$ cat config.mk
export PLATFORM = sky130hd
export DESIGN_NAME = tm2_timer
export DESIGN_NICKNAME = d
export VERILOG_FILES = /design/src/tm2_prescaler.v /design/src/tm2_timer.v
export VERILOG_INCLUDE_DIRS = /design/src
export SDC_FILE = /design/constraint.sdc
export NUM_CORES = 1
export LEC_CHECK = 0
export BUFFER_PORTS_ARGS = -buffer_cell sky130_fd_sc_hd__buf_2
export CAP_MARGIN = 15
export CORE_UTILIZATION = 55
export DETAILED_ROUTE_END_ITERATION = 6
export GPL_ROUTABILITY_DRIVEN = 0
export GPL_TIMING_DRIVEN = 0
export PLACE_DENSITY = 0.85
export SYNTH_ARGS = -nofsm -noshare
export SYNTH_HDL_FRONTEND = slang
export SYNTH_SLANG_ARGS = --single-unit
$ cat constraint.sdc
create_clock -name MCLK_I -period 2.6 [get_ports MCLK_I]
set_input_delay 0.13 -clock MCLK_I [delete_from_list [all_inputs] [get_ports MCLK_I]]
set_output_delay 0.13 -clock MCLK_I [all_outputs]
set_load 0.02 [all_outputs]
$ cat src/tm2_consts.vh
// register map, field positions and reset values of the reload/compare timer
`ifndef TM2_CONSTS_VH
`define TM2_CONSTS_VH

// register indices; byte address is four times the index
`define TM2_IDX_CONTROL 8'hc8
`define TM2_IDX_MODE 8'hc9
`define TM2_IDX_RCMP_LOW 8'hca
`define TM2_IDX_RCMP_HIGH 8'hcb
`define TM2_IDX_COUNT_LOW 8'hcc
`define TM2_IDX_COUNT_HIGH 8'hcd
`define TM2_IDX_IRQ_ENABLE 8'hd1

// control register fields
`define TM2_CTL_OVERFLOW_FLAG 7
`define TM2_CTL_RUN_CONTROL 2
`define TM2_CTL_COMPARE_SELECT 0

// mode register fields
`define TM2_MOD_RELOAD_ENABLE 7
`define TM2_MOD_DIV_HI 6
`define TM2_MOD_DIV_LO 4
`define TM2_MOD_CAPTURE_CLEAR 3
`define TM2_MOD_MATCH_CLEAR 2
`define TM2_MOD_TRIG_HI 1
`define TM2_MOD_TRIG_LO 0

// interrupt enable register fields
`define TM2_IEN_TIMER 0
`define TM2_IEN_GLOBAL 1

// reset values
`define TM2_RST_CONTROL 8'h00
`define TM2_RST_MODE 8'h00
`define TM2_RST_BYTE 8'h00
`define TM2_RST_IEN 2'h0

// reload trigger codes
`define TM2_TRIG_OVERFLOW 2'h0

// prescaler terminal counts (divide ratio minus one)
`define TM2_DIV_1 9'h000
`define TM2_DIV_4 9'h003
`define TM2_DIV_16 9'h00f
`define TM2_DIV_32 9'h01f
`define TM2_DIV_64 9'h03f
`define TM2_DIV_128 9'h07f
`define TM2_DIV_256 9'h0ff
`define TM2_DIV_512 9'h1ff

// bus responses
`define TM2_RESP_OKAY 2'h0
`define TM2_RESP_SLVERR 2'h2

`endif

$ cat src/tm2_prescaler.v
// clock prescaler producing the timer counting enable
`timescale 1ns/1ps
`include "tm2_consts.vh"

module tm2_prescaler
(
   input wire clk_i,
   input wire rst_i,
   input wire run_i,
   input wire [2:0] sel_i,
   output wire tick_o
);

   reg [8:0] cnt;
   reg [8:0] limit;

   always @*
   begin
      case (sel_i)
         3'h0: limit = `TM2_DIV_1;
         3'h1: limit = `TM2_DIV_4;
         3'h2: limit = `TM2_DIV_16;
         3'h3: limit = `TM2_DIV_32;
         3'h4: limit = `TM2_DIV_64;
         3'h5: limit = `TM2_DIV_128;
         3'h6: limit = `TM2_DIV_256;
         3'h7: limit = `TM2_DIV_512;
         default: limit = `TM2_DIV_1;
      endcase
   end

   // >= keeps a shrinking ratio from wrapping the full 512 range
   always @(posedge clk_i)
   begin
      if (rst_i || !run_i)
      begin
         cnt <= 9'h000;
      end
      else if (cnt >= limit)
      begin
         cnt <= 9'h000;
      end
      else
      begin
         cnt <= cnt + 9'h001;
      end
   end

   assign tick_o = run_i && (cnt >= limit);

endmodule // tm2_prescaler

$ cat src/tm2_timer.v
// 16-bit reload/compare/capture timer with AXI4-Lite register access
//
// How it works
// - flag sets on counter overflow and on compare match in compare mode.
// - interrupt request is flag and timer enable and global enable.
// - run bit 0 freezes the count; 1 lets it count.
// - mode bit 0 is auto-reload, 1 is compare.
// - reload enable 1 loads reload bytes into counter on each trigger, unless a capture auto-clear zeroes it in that cycle.
// - divider codes 0..7 divide by 1,4,16,32,64,128,256,512.
// - capture in auto-reload mode copies count into reload bytes.
// - capture auto-clear zeroes counter after the capture copy.
// - capture auto-clear only acts in auto-reload mode.
// - match auto-clear zeroes counter after a match, compare mode only.
// - trigger select 0 overflow, 1..3 capture channels 0..2.
// - reload bytes are compare value or reload value by mode.
// - counter is high and low byte, both software read/write.
`timescale 1ns/1ps
`include "tm2_consts.vh"

module tm2_timer
(
   input wire MCLK_I,
   input wire RST_I,
   input wire [11:0] AXI_AWADDR_I,
   input wire AXI_AWVALID_I,
   output wire AXI_AWREADY_O,
   input wire [31:0] AXI_WDATA_I,
   input wire [3:0] AXI_WSTRB_I,
   input wire AXI_WVALID_I,
   output wire AXI_WREADY_O,
   output wire [1:0] AXI_BRESP_O,
   output wire AXI_BVALID_O,
   input wire AXI_BREADY_I,
   input wire [11:0] AXI_ARADDR_I,
   input wire AXI_ARVALID_I,
   output wire AXI_ARREADY_O,
   output wire [31:0] AXI_RDATA_O,
   output wire [1:0] AXI_RRESP_O,
   output wire AXI_RVALID_O,
   input wire AXI_RREADY_I,
   input wire [2:0] CAP_EVT_I,
   output wire TMR_FLAG_O,
   output wire TMR_IRQ_O
);

   // register state
   reg overflow_flag;
   reg run_control;
   reg compare_or_reload_select;
   reg [7:0] mode;
   reg [7:0] reload_compare_low;
   reg [7:0] reload_compare_high;
   reg [7:0] count_low;
   reg [7:0] count_high;
   reg [1:0] irq_enable;

   // write channel holding state
   reg aw_full;
   reg w_full;
   reg [9:0] aw_word;
   reg [7:0] w_byte;
   reg w_lane0;
   reg bvalid;
   reg [1:0] bresp;

   // read channel state
   reg rvalid;
   reg [1:0] rresp;
   reg [31:0] rdata;

   // mode fields
   // mode has no reserved bits, so it reads back exactly as written
   wire reload_enable = mode[`TM2_MOD_RELOAD_ENABLE];
   wire [2:0] clock_divider_sel = mode[`TM2_MOD_DIV_HI:`TM2_MOD_DIV_LO];
   wire capture_auto_clear = mode[`TM2_MOD_CAPTURE_CLEAR];
   wire match_auto_clear = mode[`TM2_MOD_MATCH_CLEAR];
   wire [1:0] reload_trigger_sel = mode[`TM2_MOD_TRIG_HI:`TM2_MOD_TRIG_LO];

   wire [15:0] count = {count_high, count_low};
   wire [15:0] reload_value = {reload_compare_high, reload_compare_low};
   wire tick;

   // prescaler restarts from zero whenever the run bit is clear
   tm2_prescaler tm2_prescaler_i
   (
      .clk_i (MCLK_I),
      .rst_i (RST_I),
      .run_i (run_control),
      .sel_i (clock_divider_sel),
      .tick_o (tick)
   );

   // write decode: address and data are taken in either order
   wire do_write = aw_full && w_full && !bvalid;
   wire aw_hi_zero = (aw_word[9:8] == 2'h0);
   wire [7:0] aw_idx = aw_word[7:0];
   wire wr_en = do_write && w_lane0 && aw_hi_zero;

   wire wr_ctl = wr_en && (aw_idx == `TM2_IDX_CONTROL);
   wire wr_mod = wr_en && (aw_idx == `TM2_IDX_MODE);
   wire wr_rcl = wr_en && (aw_idx == `TM2_IDX_RCMP_LOW);
   wire wr_rch = wr_en && (aw_idx == `TM2_IDX_RCMP_HIGH);
   wire wr_cl = wr_en && (aw_idx == `TM2_IDX_COUNT_LOW);
   wire wr_ch = wr_en && (aw_idx == `TM2_IDX_COUNT_HIGH);
   wire wr_ien = wr_en && (aw_idx == `TM2_IDX_IRQ_ENABLE);

   // unmapped words answer with an error and change nothing
   function mapped;
      input [9:0] word;
      begin
         mapped = 1'b0;
         if (word[9:8] == 2'h0)
         begin
            case (word[7:0])
               `TM2_IDX_CONTROL,
               `TM2_IDX_MODE,
               `TM2_IDX_RCMP_LOW,
               `TM2_IDX_RCMP_HIGH,
               `TM2_IDX_COUNT_LOW,
               `TM2_IDX_COUNT_HIGH,
               `TM2_IDX_IRQ_ENABLE: mapped = 1'b1;
               default: mapped = 1'b0;
            endcase
         end
      end
   endfunction

   // counting, reload, compare and capture
   reg [15:0] next_count;
   reg [15:0] next_reload;
   reg overflow;
   reg match;
   reg trigger;
   reg capture;

   always @*
   begin
      next_count = count;
      next_reload = reload_value;
      overflow = 1'b0;
      match = 1'b0;
      capture = 1'b0;
      trigger = 1'b0;
      // count only advances on an enabled tick
      if (tick)
      begin
         overflow = (count == 16'hffff);
         match = compare_or_reload_select && (count == reload_value);
         next_count = count + 16'h0001;
         // a match clear still yields to a reload or a capture clear
         if (match && match_auto_clear)
         begin
            next_count = 16'h0000;
         end
      end
      case (reload_trigger_sel)
         `TM2_TRIG_OVERFLOW: trigger = overflow;
         2'h1: trigger = CAP_EVT_I[0];
         2'h2: trigger = CAP_EVT_I[1];
         2'h3: trigger = CAP_EVT_I[2];
         default: trigger = overflow;
      endcase
      // reload uses the value held before any capture this cycle
      if (reload_enable && trigger)
      begin
         next_count = reload_value;
      end
      // compare mode takes no capture copy; a capture event can still trigger a reload
      capture = !compare_or_reload_select && (|CAP_EVT_I);
      if (capture)
      begin
         next_reload = count;
         if (capture_auto_clear)
         begin
            next_count = 16'h0000;
         end
      end
   end

   wire set_flag = overflow || match;

   // control register and flag
   always @(posedge MCLK_I)
   begin
      if (RST_I)
      begin
         overflow_flag <= 1'b0;
         run_control <= 1'b0;
         compare_or_reload_select <= 1'b0;
         mode <= `TM2_RST_MODE;
         irq_enable <= `TM2_RST_IEN;
      end
      else
      begin
         // a hardware set in the clearing cycle is never lost
         if (set_flag)
         begin
            overflow_flag <= 1'b1;
         end
         // software may also write one, which lets it test the interrupt path
         else if (wr_ctl)
         begin
            overflow_flag <= w_byte[`TM2_CTL_OVERFLOW_FLAG];
         end
         if (wr_ctl)
         begin
            run_control <= w_byte[`TM2_CTL_RUN_CONTROL];
            compare_or_reload_select <= w_byte[`TM2_CTL_COMPARE_SELECT];
         end
         if (wr_mod)
         begin
            mode <= w_byte;
         end
         if (wr_ien)
         begin
            irq_enable <= w_byte[1:0];
         end
      end
   end

   // counter and reload/compare bytes; software writes win per byte
   always @(posedge MCLK_I)
   begin
      if (RST_I)
      begin
         count_low <= `TM2_RST_BYTE;
         count_high <= `TM2_RST_BYTE;
         reload_compare_low <= `TM2_RST_BYTE;
         reload_compare_high <= `TM2_RST_BYTE;
      end
      else
      begin
         count_low <= wr_cl ? w_byte : next_count[7:0];
         count_high <= wr_ch ? w_byte : next_count[15:8];
         reload_compare_low <= wr_rcl ? w_byte : next_reload[7:0];
         reload_compare_high <= wr_rch ? w_byte : next_reload[15:8];
      end
   end

   // write address and data channels, response after both
   // a write lands on the edge after both halves are held
   always @(posedge MCLK_I)
   begin
      if (RST_I)
      begin
         aw_full <= 1'b0;
         w_full <= 1'b0;
         aw_word <= 10'h000;
         w_byte <= 8'h00;
         w_lane0 <= 1'b0;
         bvalid <= 1'b0;
         bresp <= `TM2_RESP_OKAY;
      end
      else
      begin
         if (AXI_AWVALID_I && AXI_AWREADY_O)
         begin
            aw_full <= 1'b1;
            aw_word <= AXI_AWADDR_I[11:2];
         end
         if (AXI_WVALID_I && AXI_WREADY_O)
         begin
            w_full <= 1'b1;
            w_byte <= AXI_WDATA_I[7:0];
            w_lane0 <= AXI_WSTRB_I[0];
         end
         if (do_write)
         begin
            aw_full <= 1'b0;
            w_full <= 1'b0;
            bvalid <= 1'b1;
            bresp <= mapped(aw_word) ? `TM2_RESP_OKAY : `TM2_RESP_SLVERR;
         end
         else if (bvalid && AXI_BREADY_I)
         begin
            bvalid <= 1'b0;
         end
      end
   end

   // read mux; unwritten upper bits read as zero
   reg [7:0] rd_byte;
   wire [9:0] ar_word = AXI_ARADDR_I[11:2];

   always @*
   begin
      rd_byte = 8'h00;
      if (ar_word[9:8] == 2'h0)
      begin
         case (ar_word[7:0])
            `TM2_IDX_CONTROL: rd_byte = {overflow_flag, 4'h0, run_control,
                                         1'b0, compare_or_reload_select};
            `TM2_IDX_MODE: rd_byte = mode;
            `TM2_IDX_RCMP_LOW: rd_byte = reload_compare_low;
            `TM2_IDX_RCMP_HIGH: rd_byte = reload_compare_high;
            `TM2_IDX_COUNT_LOW: rd_byte = count_low;
            `TM2_IDX_COUNT_HIGH: rd_byte = count_high;
            `TM2_IDX_IRQ_ENABLE: rd_byte = {6'h00, irq_enable};
            default: rd_byte = 8'h00;
         endcase
      end
   end

   always @(posedge MCLK_I)
   begin
      if (RST_I)
      begin
         rvalid <= 1'b0;
         rresp <= `TM2_RESP_OKAY;
         rdata <= 32'h00000000;
      end
      // data are frozen when the address is taken; a running count moves on
      else if (AXI_ARVALID_I && AXI_ARREADY_O)
      begin
         rvalid <= 1'b1;
         rdata <= {24'h000000, rd_byte};
         rresp <= mapped(ar_word) ? `TM2_RESP_OKAY : `TM2_RESP_SLVERR;
      end
      else if (rvalid && AXI_RREADY_I)
      begin
         rvalid <= 1'b0;
      end
   end

   // no new write is taken while a response is pending
   assign AXI_AWREADY_O = !aw_full && !bvalid;
   assign AXI_WREADY_O = !w_full && !bvalid;
   assign AXI_BVALID_O = bvalid;
   assign AXI_BRESP_O = bresp;
   assign AXI_ARREADY_O = !rvalid;
   assign AXI_RVALID_O = rvalid;
   assign AXI_RDATA_O = rdata;
   assign AXI_RRESP_O = rresp;

   assign TMR_FLAG_O = overflow_flag;
   assign TMR_IRQ_O = overflow_flag && irq_enable[`TM2_IEN_TIMER]
                      && irq_enable[`TM2_IEN_GLOBAL];

endmodule // tm2_timer

* Word-level counts from Yosys, hierarchy flattened
Memories as Yosys holds them, arrays and structs flattened. A register that Yosys moved wholly into a read port is not among the register bits.
Cells that the tools add are included.
** Storage, ports and cells
- ROM bits :: 72
- Bits in registers :: 89
- Input bits :: 70
- Memories :: 1
** Cells by class
- Order comparisons :: 1
- Reductions and logical operators :: 46
- $add $sub $neg :: 2
- Equal/unequal tests :: 19
- Mux-type cells :: 33
** Memories
- (name not given) :: depth 8, width 9, rd ports 1, clocked after memory_dff 1, wr ports 0, RTL line tm2_prescaler.v:19 : case (sel_i)
** Operator list (count)
- equality test 8 bit (second input constant) :: 14
- two-way mux 16 bit :: 6
- case mux 8 bit (7 select lines) :: 1
- two-way mux 8 bit :: 5
- logical AND 1 bit :: 25
- adder 16 x 1 -> 16 bit (second input constant) :: 1
- equality test 16 bit :: 1
- equality test 16 bit (second input constant) :: 1
- two-way mux 1 bit :: 16
- OR reduction 7 bit :: 2
- nonzero test 2 bit :: 5
- adder 9 x 1 -> 9 bit (second input constant) :: 1
- greater-or-equal comparator 9 bit :: 1
- logical NOT 1 bit :: 6
- logical NOT 2 bit :: 3
- two-way mux 3 bit :: 2
- equality test 2 bit (second input constant) :: 2
- two-way mux 2 bit :: 2
- case mux 1 bit (4 select lines) :: 1
- OR reduction 2 bit :: 2
- OR reduction 3 bit :: 1
- equality test 2 x 1 -> 1 bit (second input constant) :: 1
- logical OR 1 bit :: 2

* Longest topological paths before layout
Gate-level depths: netlist of run 1.
- Depth in word-level cells :: 9
- Mapped depth :: 10
- Gate-level depth less buffers :: 9

* By module
A second synthesis of run 1 with hierarchy kept.
** Second synthesis, totals
- Cell total of the unflattened synthesis :: 605
- Area total of the unflattened synthesis :: 5208.7 sq um
** Modules (own cells, without submodules)
- tm2_timer :: cells each 535, area each 4584.4 sq um, sequential area each 1561.5 sq um, instances 1
- tm2_prescaler :: cells each 70, area each 624.3 sq um, sequential area each 180.2 sq um, instances 1

* Worst setup path after synthesis of run 1
Ideal clock, no wire load.
- Kind :: register to register
- Start :: register tm2_prescaler_i.limit[8] (netlist name)
- End :: register count_low[1]
- Slack :: 462 ps
- Arrival :: 2014 ps
- Required time :: 2476 ps
- Path buffers :: 1
- Cell stages (with the launch flop) :: 11
- Setup time :: 124 ps
- Cell sequence :: dfxtp_1 > inv_1 > ha_1 > a21oi_1 > o21ai_0 > a221oi_1 > buf_2 > o21ba_4 > inv_1 > a221oi_1 > o21ai_1
** Between the ends
- Word-level cells in the longest chain between the ends :: 9
- Elaborated cells on any way between the ends :: 10
- Those cells by class :: 1 x order compare; 7 x mux; 2 x reduce/logical
** Ends and longest elaborated chain
- greater-or-equal comparator 9 bit (*) :: RTL line tm2_prescaler.v:49 : assign tick_o = run_i && (cnt >= limit);
- logical AND 1 bit (*) :: RTL line tm2_prescaler.v:49
- two-way mux 1 bit :: RTL line tm2_timer.v:145 : if (tick)
- case mux 1 bit (4 select lines) :: RTL line tm2_timer.v:156 : case (reload_trigger_sel)
- logical AND 1 bit :: RTL line tm2_timer.v:164 : if (reload_enable && trigger)
- two-way mux 16 bit (*) :: RTL line tm2_timer.v:164
- two-way mux 16 bit :: RTL line tm2_timer.v:173 : if (capture_auto_clear)
- two-way mux 16 bit (*) :: RTL line tm2_timer.v:170 : if (capture)
- two-way mux 8 bit (*) :: RTL line tm2_timer.v:233 : count_low <= wr_cl ? w_byte : next_count[7:0];
- to (signal assigned) :: RTL line tm2_timer.v:226 : count_low <= `TM2_RST_BYTE;
- to (signal assigned) :: RTL line tm2_timer.v:233
- to (decl) :: RTL line tm2_timer.v:53 : reg [7:0] count_low;
Every way passes the cells marked *; elsewhere a longest branch is shown, timed or not.
A chain may end at the register's enable or synchronous reset.

* Worst setup path in the final report of run 1
- Start :: register tm2_prescaler_i.limit[4] (netlist name)
- End :: register count_low[0]
** Between the ends
- Word-level cells in the longest chain between the ends :: 9
- Elaborated cells on any way between the ends :: 10
- Those cells by class :: 1 x order compare; 7 x mux; 2 x reduce/logical
** Ends and longest elaborated chain (RTL line)
- greater-or-equal comparator 9 bit (*) :: tm2_prescaler.v:49
- logical AND 1 bit (*) :: tm2_prescaler.v:49
- two-way mux 1 bit :: tm2_timer.v:145
- case mux 1 bit (4 select lines) :: tm2_timer.v:156
- logical AND 1 bit :: tm2_timer.v:164
- two-way mux 16 bit (*) :: tm2_timer.v:164
- two-way mux 16 bit :: tm2_timer.v:173
- two-way mux 16 bit (*) :: tm2_timer.v:170
- two-way mux 8 bit (*) :: tm2_timer.v:233
Marks and branches as above.

==> qor.txt, run 1 <==
status -> complete, but fails checks
failing checks -> negative hold slack
Post-route DRC -> 0
max_slew headroom -> 46.45%
synthesized flop and latch total -> 94
WL/cell -> 17.63 µm
Post-Synth Simple-Gate Area -> 23.79%
FF-to-FF path depth -> 10
Site Rows -> 35
H-tree levels -> 3
DRT iter0 DRCs -> 645
final wirelength -> 15.51 mm
sw frac -> 28.08%
DP HPWL -> 10.70 mm
Final Max Slew Viols -> 0
VDD IR max -> 0.2882 mV
mean post-synth cell area -> 8.250 µm²
FF-to-FF End -> count_low[0]
TritonCTS buffer count -> 9
vias -> 5332
Clock Power Share -> 36.8%
Net Switching -> 0.0007979 W
Cell Int Power -> 0.002044 W
GR Layer Usage met3 -> 5.552%
Global Route Usage Sum -> 31.79%
vias in the first global route -> 5023
Unique masters post-synth -> 63
share of cells above drive strength 1 -> 19.04%
final hold vios -> 1
initial antenna violation count -> 0
final worst-path cycle share -> 98.41%
multiplexer area fraction after synthesis -> 5.087%
compound-cell area share of the yosys netlist -> 18.65%
Comb pwr share -> 10.5%
# diodes -> 0
Worst setup SP type -> flip-flop
WHS Path Cells -> 3
most crowded layer after global routing -> met2
Worst-path clk slew -> 110 ps
Post-synth EDFFs -> 0
Post-Synth Adder-Cell Area -> 2.627%
crit path time final -> 2559 ps
largest net degree at the start of global routing -> 18
Worst Path Required -> 2880 ps
CTS max path bufs -> 2
Syn-to-layout area delta -> 18.20%
CP arrival -> 2840 ps
drt pass-1 iters -> 7
Max Cap Violations -> 0
r2r startpoint -> tm2_prescaler_i.limit[4]
hold endpoint -> w_byte[0]
cell taking the most area after synthesis -> dfxtp_1
Final Worst Setup Slack -> 41.44 ps
Worst Path Max Fanout -> 9
register area share after synthesis -> 35.92%
global-route wire length before repair -> 24.63 mm
Worst Tran Pin Value -> 797.2 ps
CTS tree -> built
Main synth FF type -> dfxtp_1
Worst Setup End Kind -> flip-flop
top cell type's share of synthesized area -> 35.92%
Pwr Density -> 458.9 nW/µm²
Static Leak -> 2.517 nW
Hold Path Class -> input port to flip-flop
area of the multi-input gates -> 3040 µm²
Gate Count Post-Synth -> 635
Layout fillers -> 730
Skew-Pair Late Insertion Delay -> 390 ps
setup TNS -> 0 ps
antenna-violating nets left -> 0
FFs w/ async S/R, synth -> 0%
final hold slack -> -0.7179 ps
Final setup viols -> 0
Die X -> 99.60 µm
Port Buffers -> 54
fmax -> 390.8 MHz
Die Ht -> 99.60 µm
Power Total -> 0.002842 W
worst reg-to-reg setup slack -> 40 ps
die area -> 9919 µm²
synth warn -> 0
pre-CTS WS -> -63.44 ps
gr ovfl total -> 0
Final Net Count -> 827
Reg area -> 1884 µm²
Netlist Area Pre-Place -> 5239 µm²
most common cell after layout, fill and taps aside -> dfxtp_1
met1 Usage GRT -> 39.79%
Starting Density -> 56.70%
Hold Crit Start -> AXI_WDATA_I[0]
Layout Utilization -> 67.01%
largest family of logic cells by synthesized area -> simple AND/OR/NAND/NOR gates
CTS sink count -> 94
commonest cells after routing, fill and taps aside -> dfxtp_1 (92), nand2_1 (77), nor2_1 (62)
Area contributors post-synth -> dfxtp_1 (36%), nand2_1 (5.5%), nor2_1 (4.4%)
XOR/XNOR Fraction of Synth Area -> 5.684%
Setup CP Type -> flip-flop to flip-flop
Vias/cell -> 6.059
Clock Skew -> 14.48 ps
sequential share of power -> 52.8%
met2 usage -> 51.01%
Ports -> 113
core area -> 9240 µm²
CTS Root Cell -> clkbuf_8
worst max-delay path by stage:
stage / from / to
6_report: tm2_prescaler_i.limit[4] / count_low[0]
3_3_place_gp: tm2_prescaler_i.cnt[0] / count_low[1]
2_1_floorplan: tm2_prescaler_i.limit[8] / count_low[1]
5_1_grt: tm2_prescaler_i.limit[4] / count_low[0]
4_1_cts: tm2_prescaler_i.limit[8] / count_low[1]
3_5_place_dp: tm2_prescaler_i.cnt[0] / count_low[1]
metrics by stage:
step | instances | cell area [µm²]
2_1_floorplan | 660 | 5333
3_3_place_gp | 843 | 5764
3_5_place_dp | 843 | 5764
4_1_cts | 876 | 6146
5_1_grt | 880 | 6192
6_report | 880 | 6192
flip-flops by register name, summed over array words and instances, names as in the netlist, 2 cells and up:
register / flops
aw_word: 10
tm2_prescaler_i.cnt: 9
AXI_RDATA_O: 8
count_high: 8
count_low: 8
mode: 8
reload_compare_high: 8
reload_compare_low: 8
w_byte: 8
tm2_prescaler_i.limit: 7
irq_enable: 2
kinds of logic after synthesis:
group,count (synthesis)
DFF,94
xor gates and xnor gates,34
AOI/OAI and AO/OA,151
and+or+nand+nor,241
buffers and inverters,82
adders and majority gates,11
muxes,21
other,1
layer usage:
metal | part of all wire (%) | vias up
met2 | 45 | 378
met4 | 6.2 | 0
met1 | 38 | 2433
li1 | - | 2427
met5 | 0 | -
met3 | 10 | 94
cell usage after synthesis, types with 11 or more instances:
cell type / count
dfxtp_1: 94
nand2_1: 77
nor2_1: 62
o21ai_0: 40
a21oi_1: 35
buf_4: 29
a22oi_1: 25
xnor2_1: 23
clkbuf_1: 22
inv_1: 18
a311oi_1: 17
nand3_1: 16
mux2i_1: 12
ha_1: 11
nand4_1: 11
xor2_1: 11
power groups by stage:
stage	Clock, W	Combinational, W	Sequential, W
after floorplan	0	0.000187	0.00152
after global placement	0	0.000262	0.00153
after detailed placement	0	0.000268	0.00153
after CTS	0.00103	0.000289	0.00150
after global routing	0.00109	0.000323	0.00150
final	0.00105	0.000297	0.00150
worst max-delay path, stage by stage, from the launching register on:
cell      delay [ps]
dfxtp_1          340
inv_1             50
ha_1             330
a21oi_1          290
nor3b_2          100
a221oi_2         350
buf_4            250
o21ba_4          270
inv_1            130
a211oi_1         230
o21ai_1           90
final cells by class:
type	count	share of cell area, %
buffer	64	5.860
clock buffer	10	2.061
clock inverter	6	1.253
inverter	18	1.091
multi-input combinational	484	49.10
sequential	94	30.43
tap	129	2.607
timing repair buffer	75	7.597
timing repair:
action | in CTS | in global routing
hold endpoints to repair | 17 | 0
pin swaps | 0 | 1
hold buffers | 17 | 0
setup endpoints to repair | 15 | 15
resized for setup | 1 | 8
setup buffers | 0 | 4
(Power assumes the default switching activity.)
==> inputs of run 2 (changes only) <==
RECOVER_POWER = 100   (was default)
SLEW_MARGIN = 20   (was default)
==> qor.txt, run 2 (synthesis results as in run 1) <==
CP Launch Point -> tm2_prescaler_i.limit[4]
final hold vios -> 0
Area after DPL -> 5764 µm²
gr ovfl total -> 0
most common cell after layout, fill and taps aside -> dfxtp_1
WL/cell -> 17.69 µm
Die X -> 99.60 µm
Largest register FFs -> 10
Worst Setup End Kind -> flip-flop
vias -> 5378
vias in the first global route -> 5023
Worst Path Required -> 2880 ps
max_slew headroom -> 45.75%
Port Buffers -> 54
final worst-path cycle share -> 97.90%
Worst-path clk slew -> 100 ps
Worst Tran Pin Value -> 807.5 ps
CTS tree -> built
status -> completed
FF-to-FF End -> count_low[0]
CTS Root Cell -> clkbuf_8
Vias/cell -> 6.111
Static Leak -> 2.452 nW
Max Cap Violations -> 0
Most flops, register -> aw_word
DRT iter0 DRCs -> 602
Reg area -> 1884 µm²
r2r startpoint -> tm2_prescaler_i.limit[4]
setup TNS -> 0 ps
crit path time final -> 2545 ps
area of the multi-input gates -> 3025 µm²
# diodes -> 0
core area -> 9240 µm²
global-route wire length before repair -> 24.63 mm
Die Ht -> 99.60 µm
Final Net Count -> 827
Final Worst Setup Slack -> 54.58 ps
Hold Path Class -> input port to flip-flop
largest net degree at the start of global routing -> 18
Ports -> 113
CTS sink count -> 94
Final Max Slew Viols -> 0
Global Route Usage Sum -> 31.79%
Post-route DRC -> 0
Worst setup SP type -> flip-flop
antenna-violating nets left -> 0
Worst Path Max Fanout -> 9
FF-to-FF path depth -> 10
Layout Cell Area excl Fill -> 6155 µm²
Setup CP Type -> flip-flop to flip-flop
H-tree levels -> 3
hold endpoint -> w_byte[0]
biggest registers after layout -> aw_word (10), tm2_prescaler_i.cnt (9)
Final setup viols -> 0
Hold Crit Start -> AXI_WDATA_I[0]
Clock Skew -> 11.84 ps
WHS Path Cells -> 3
DP HPWL -> 10.70 mm
VDD IR max -> 0.2862 mV
share of cells above drive strength 1 -> 16.38%
worst reg-to-reg setup slack -> 50 ps
CP arrival -> 2820 ps
drt pass-1 iters -> 6
Starting Density -> 56.70%
CTS max path bufs -> 2
fmax -> 392.9 MHz
Site Rows -> 35
die area -> 9919 µm²
final hold slack -> 4.278 ps
Layout fillers -> 743
Syn-to-layout area delta -> 17.48%
TritonCTS buffer count -> 9
pre-CTS WS -> -63.44 ps
Skew-Pair Late Insertion Delay -> 380 ps
final wirelength -> 15.57 mm
initial antenna violation count -> 0
Pwr Density -> 460.5 nW/µm²
commonest cells after routing, fill and taps aside -> dfxtp_1 (92), nand2_1 (78), nor2_1 (62)
==> run 2: layout make-up <==
cell class / count / area share, %
buffer: 64 / 5.896
clock buffer: 10 / 2.074
clock inverter: 6 / 1.260
inverter: 18 / 1.098
multi-input combinational: 484 / 49.16
sequential: 94 / 30.62
tap: 129 / 2.622
timing repair buffer: 75 / 7.278
==> run 2: worst max-delay path by stage <==
| stage | to |
|---|---|
| after floorplan | count_low[1] |
| after global placement | count_low[1] |
| after detailed placement | count_low[1] |
| after CTS | count_low[1] |
| after global routing | count_low[0] |
| final | count_low[0] |
==> run 2: metal layers <==
layer  up-vias  part of all wire [%]  global-route usage (%)
li1       2426                     -                       -
met1      2422                    38                   39.79
met4         0                   5.9                   19.68
met2       424                    45                   51.01
met3       106                    11                   5.552
met5         -                     0                       0
==> run 2: where the power goes <==
part	switching [W]	total, W	leakage, nW	internal [W]
registers	0.0000333	0.00150	0.762	0.00147
clock network	0.000576	0.00104	0.101	0.000464
logic	0.000184	0.000295	1.59	0.000112
==> run 2: what timing repair did <==
action	4_1_cts	5_1_grt
hold buffers	17	0
setup buffers	0	4
endpoints found under the hold margin	17	0
pin swaps	0	1
gates resized for setup	1	8
endpoints found under the setup margin	15	15
==> run 2: critical path, cell delays in order, from the launching register on <==
cell and delay (ps):
dfxtp_1 340, inv_1 50, ha_1 330, a21oi_1 290, nor3b_2 100, a221oi_2 340
buf_4 250, o21ba_4 270, inv_1 130, a211oi_1 230, o21ai_1 90
==> run 2: stage by stage <==
stage | cells | power (W) | utilization, %
after floorplan | 660 | 0.001709 | -
after global placement | 843 | 0.001788 | 62.38
after detailed placement | 843 | 0.001798 | 62.38
after CTS | 876 | 0.002816 | 66.51
after global routing | 880 | 0.002910 | 66.61
final | 880 | 0.002834 | 66.61
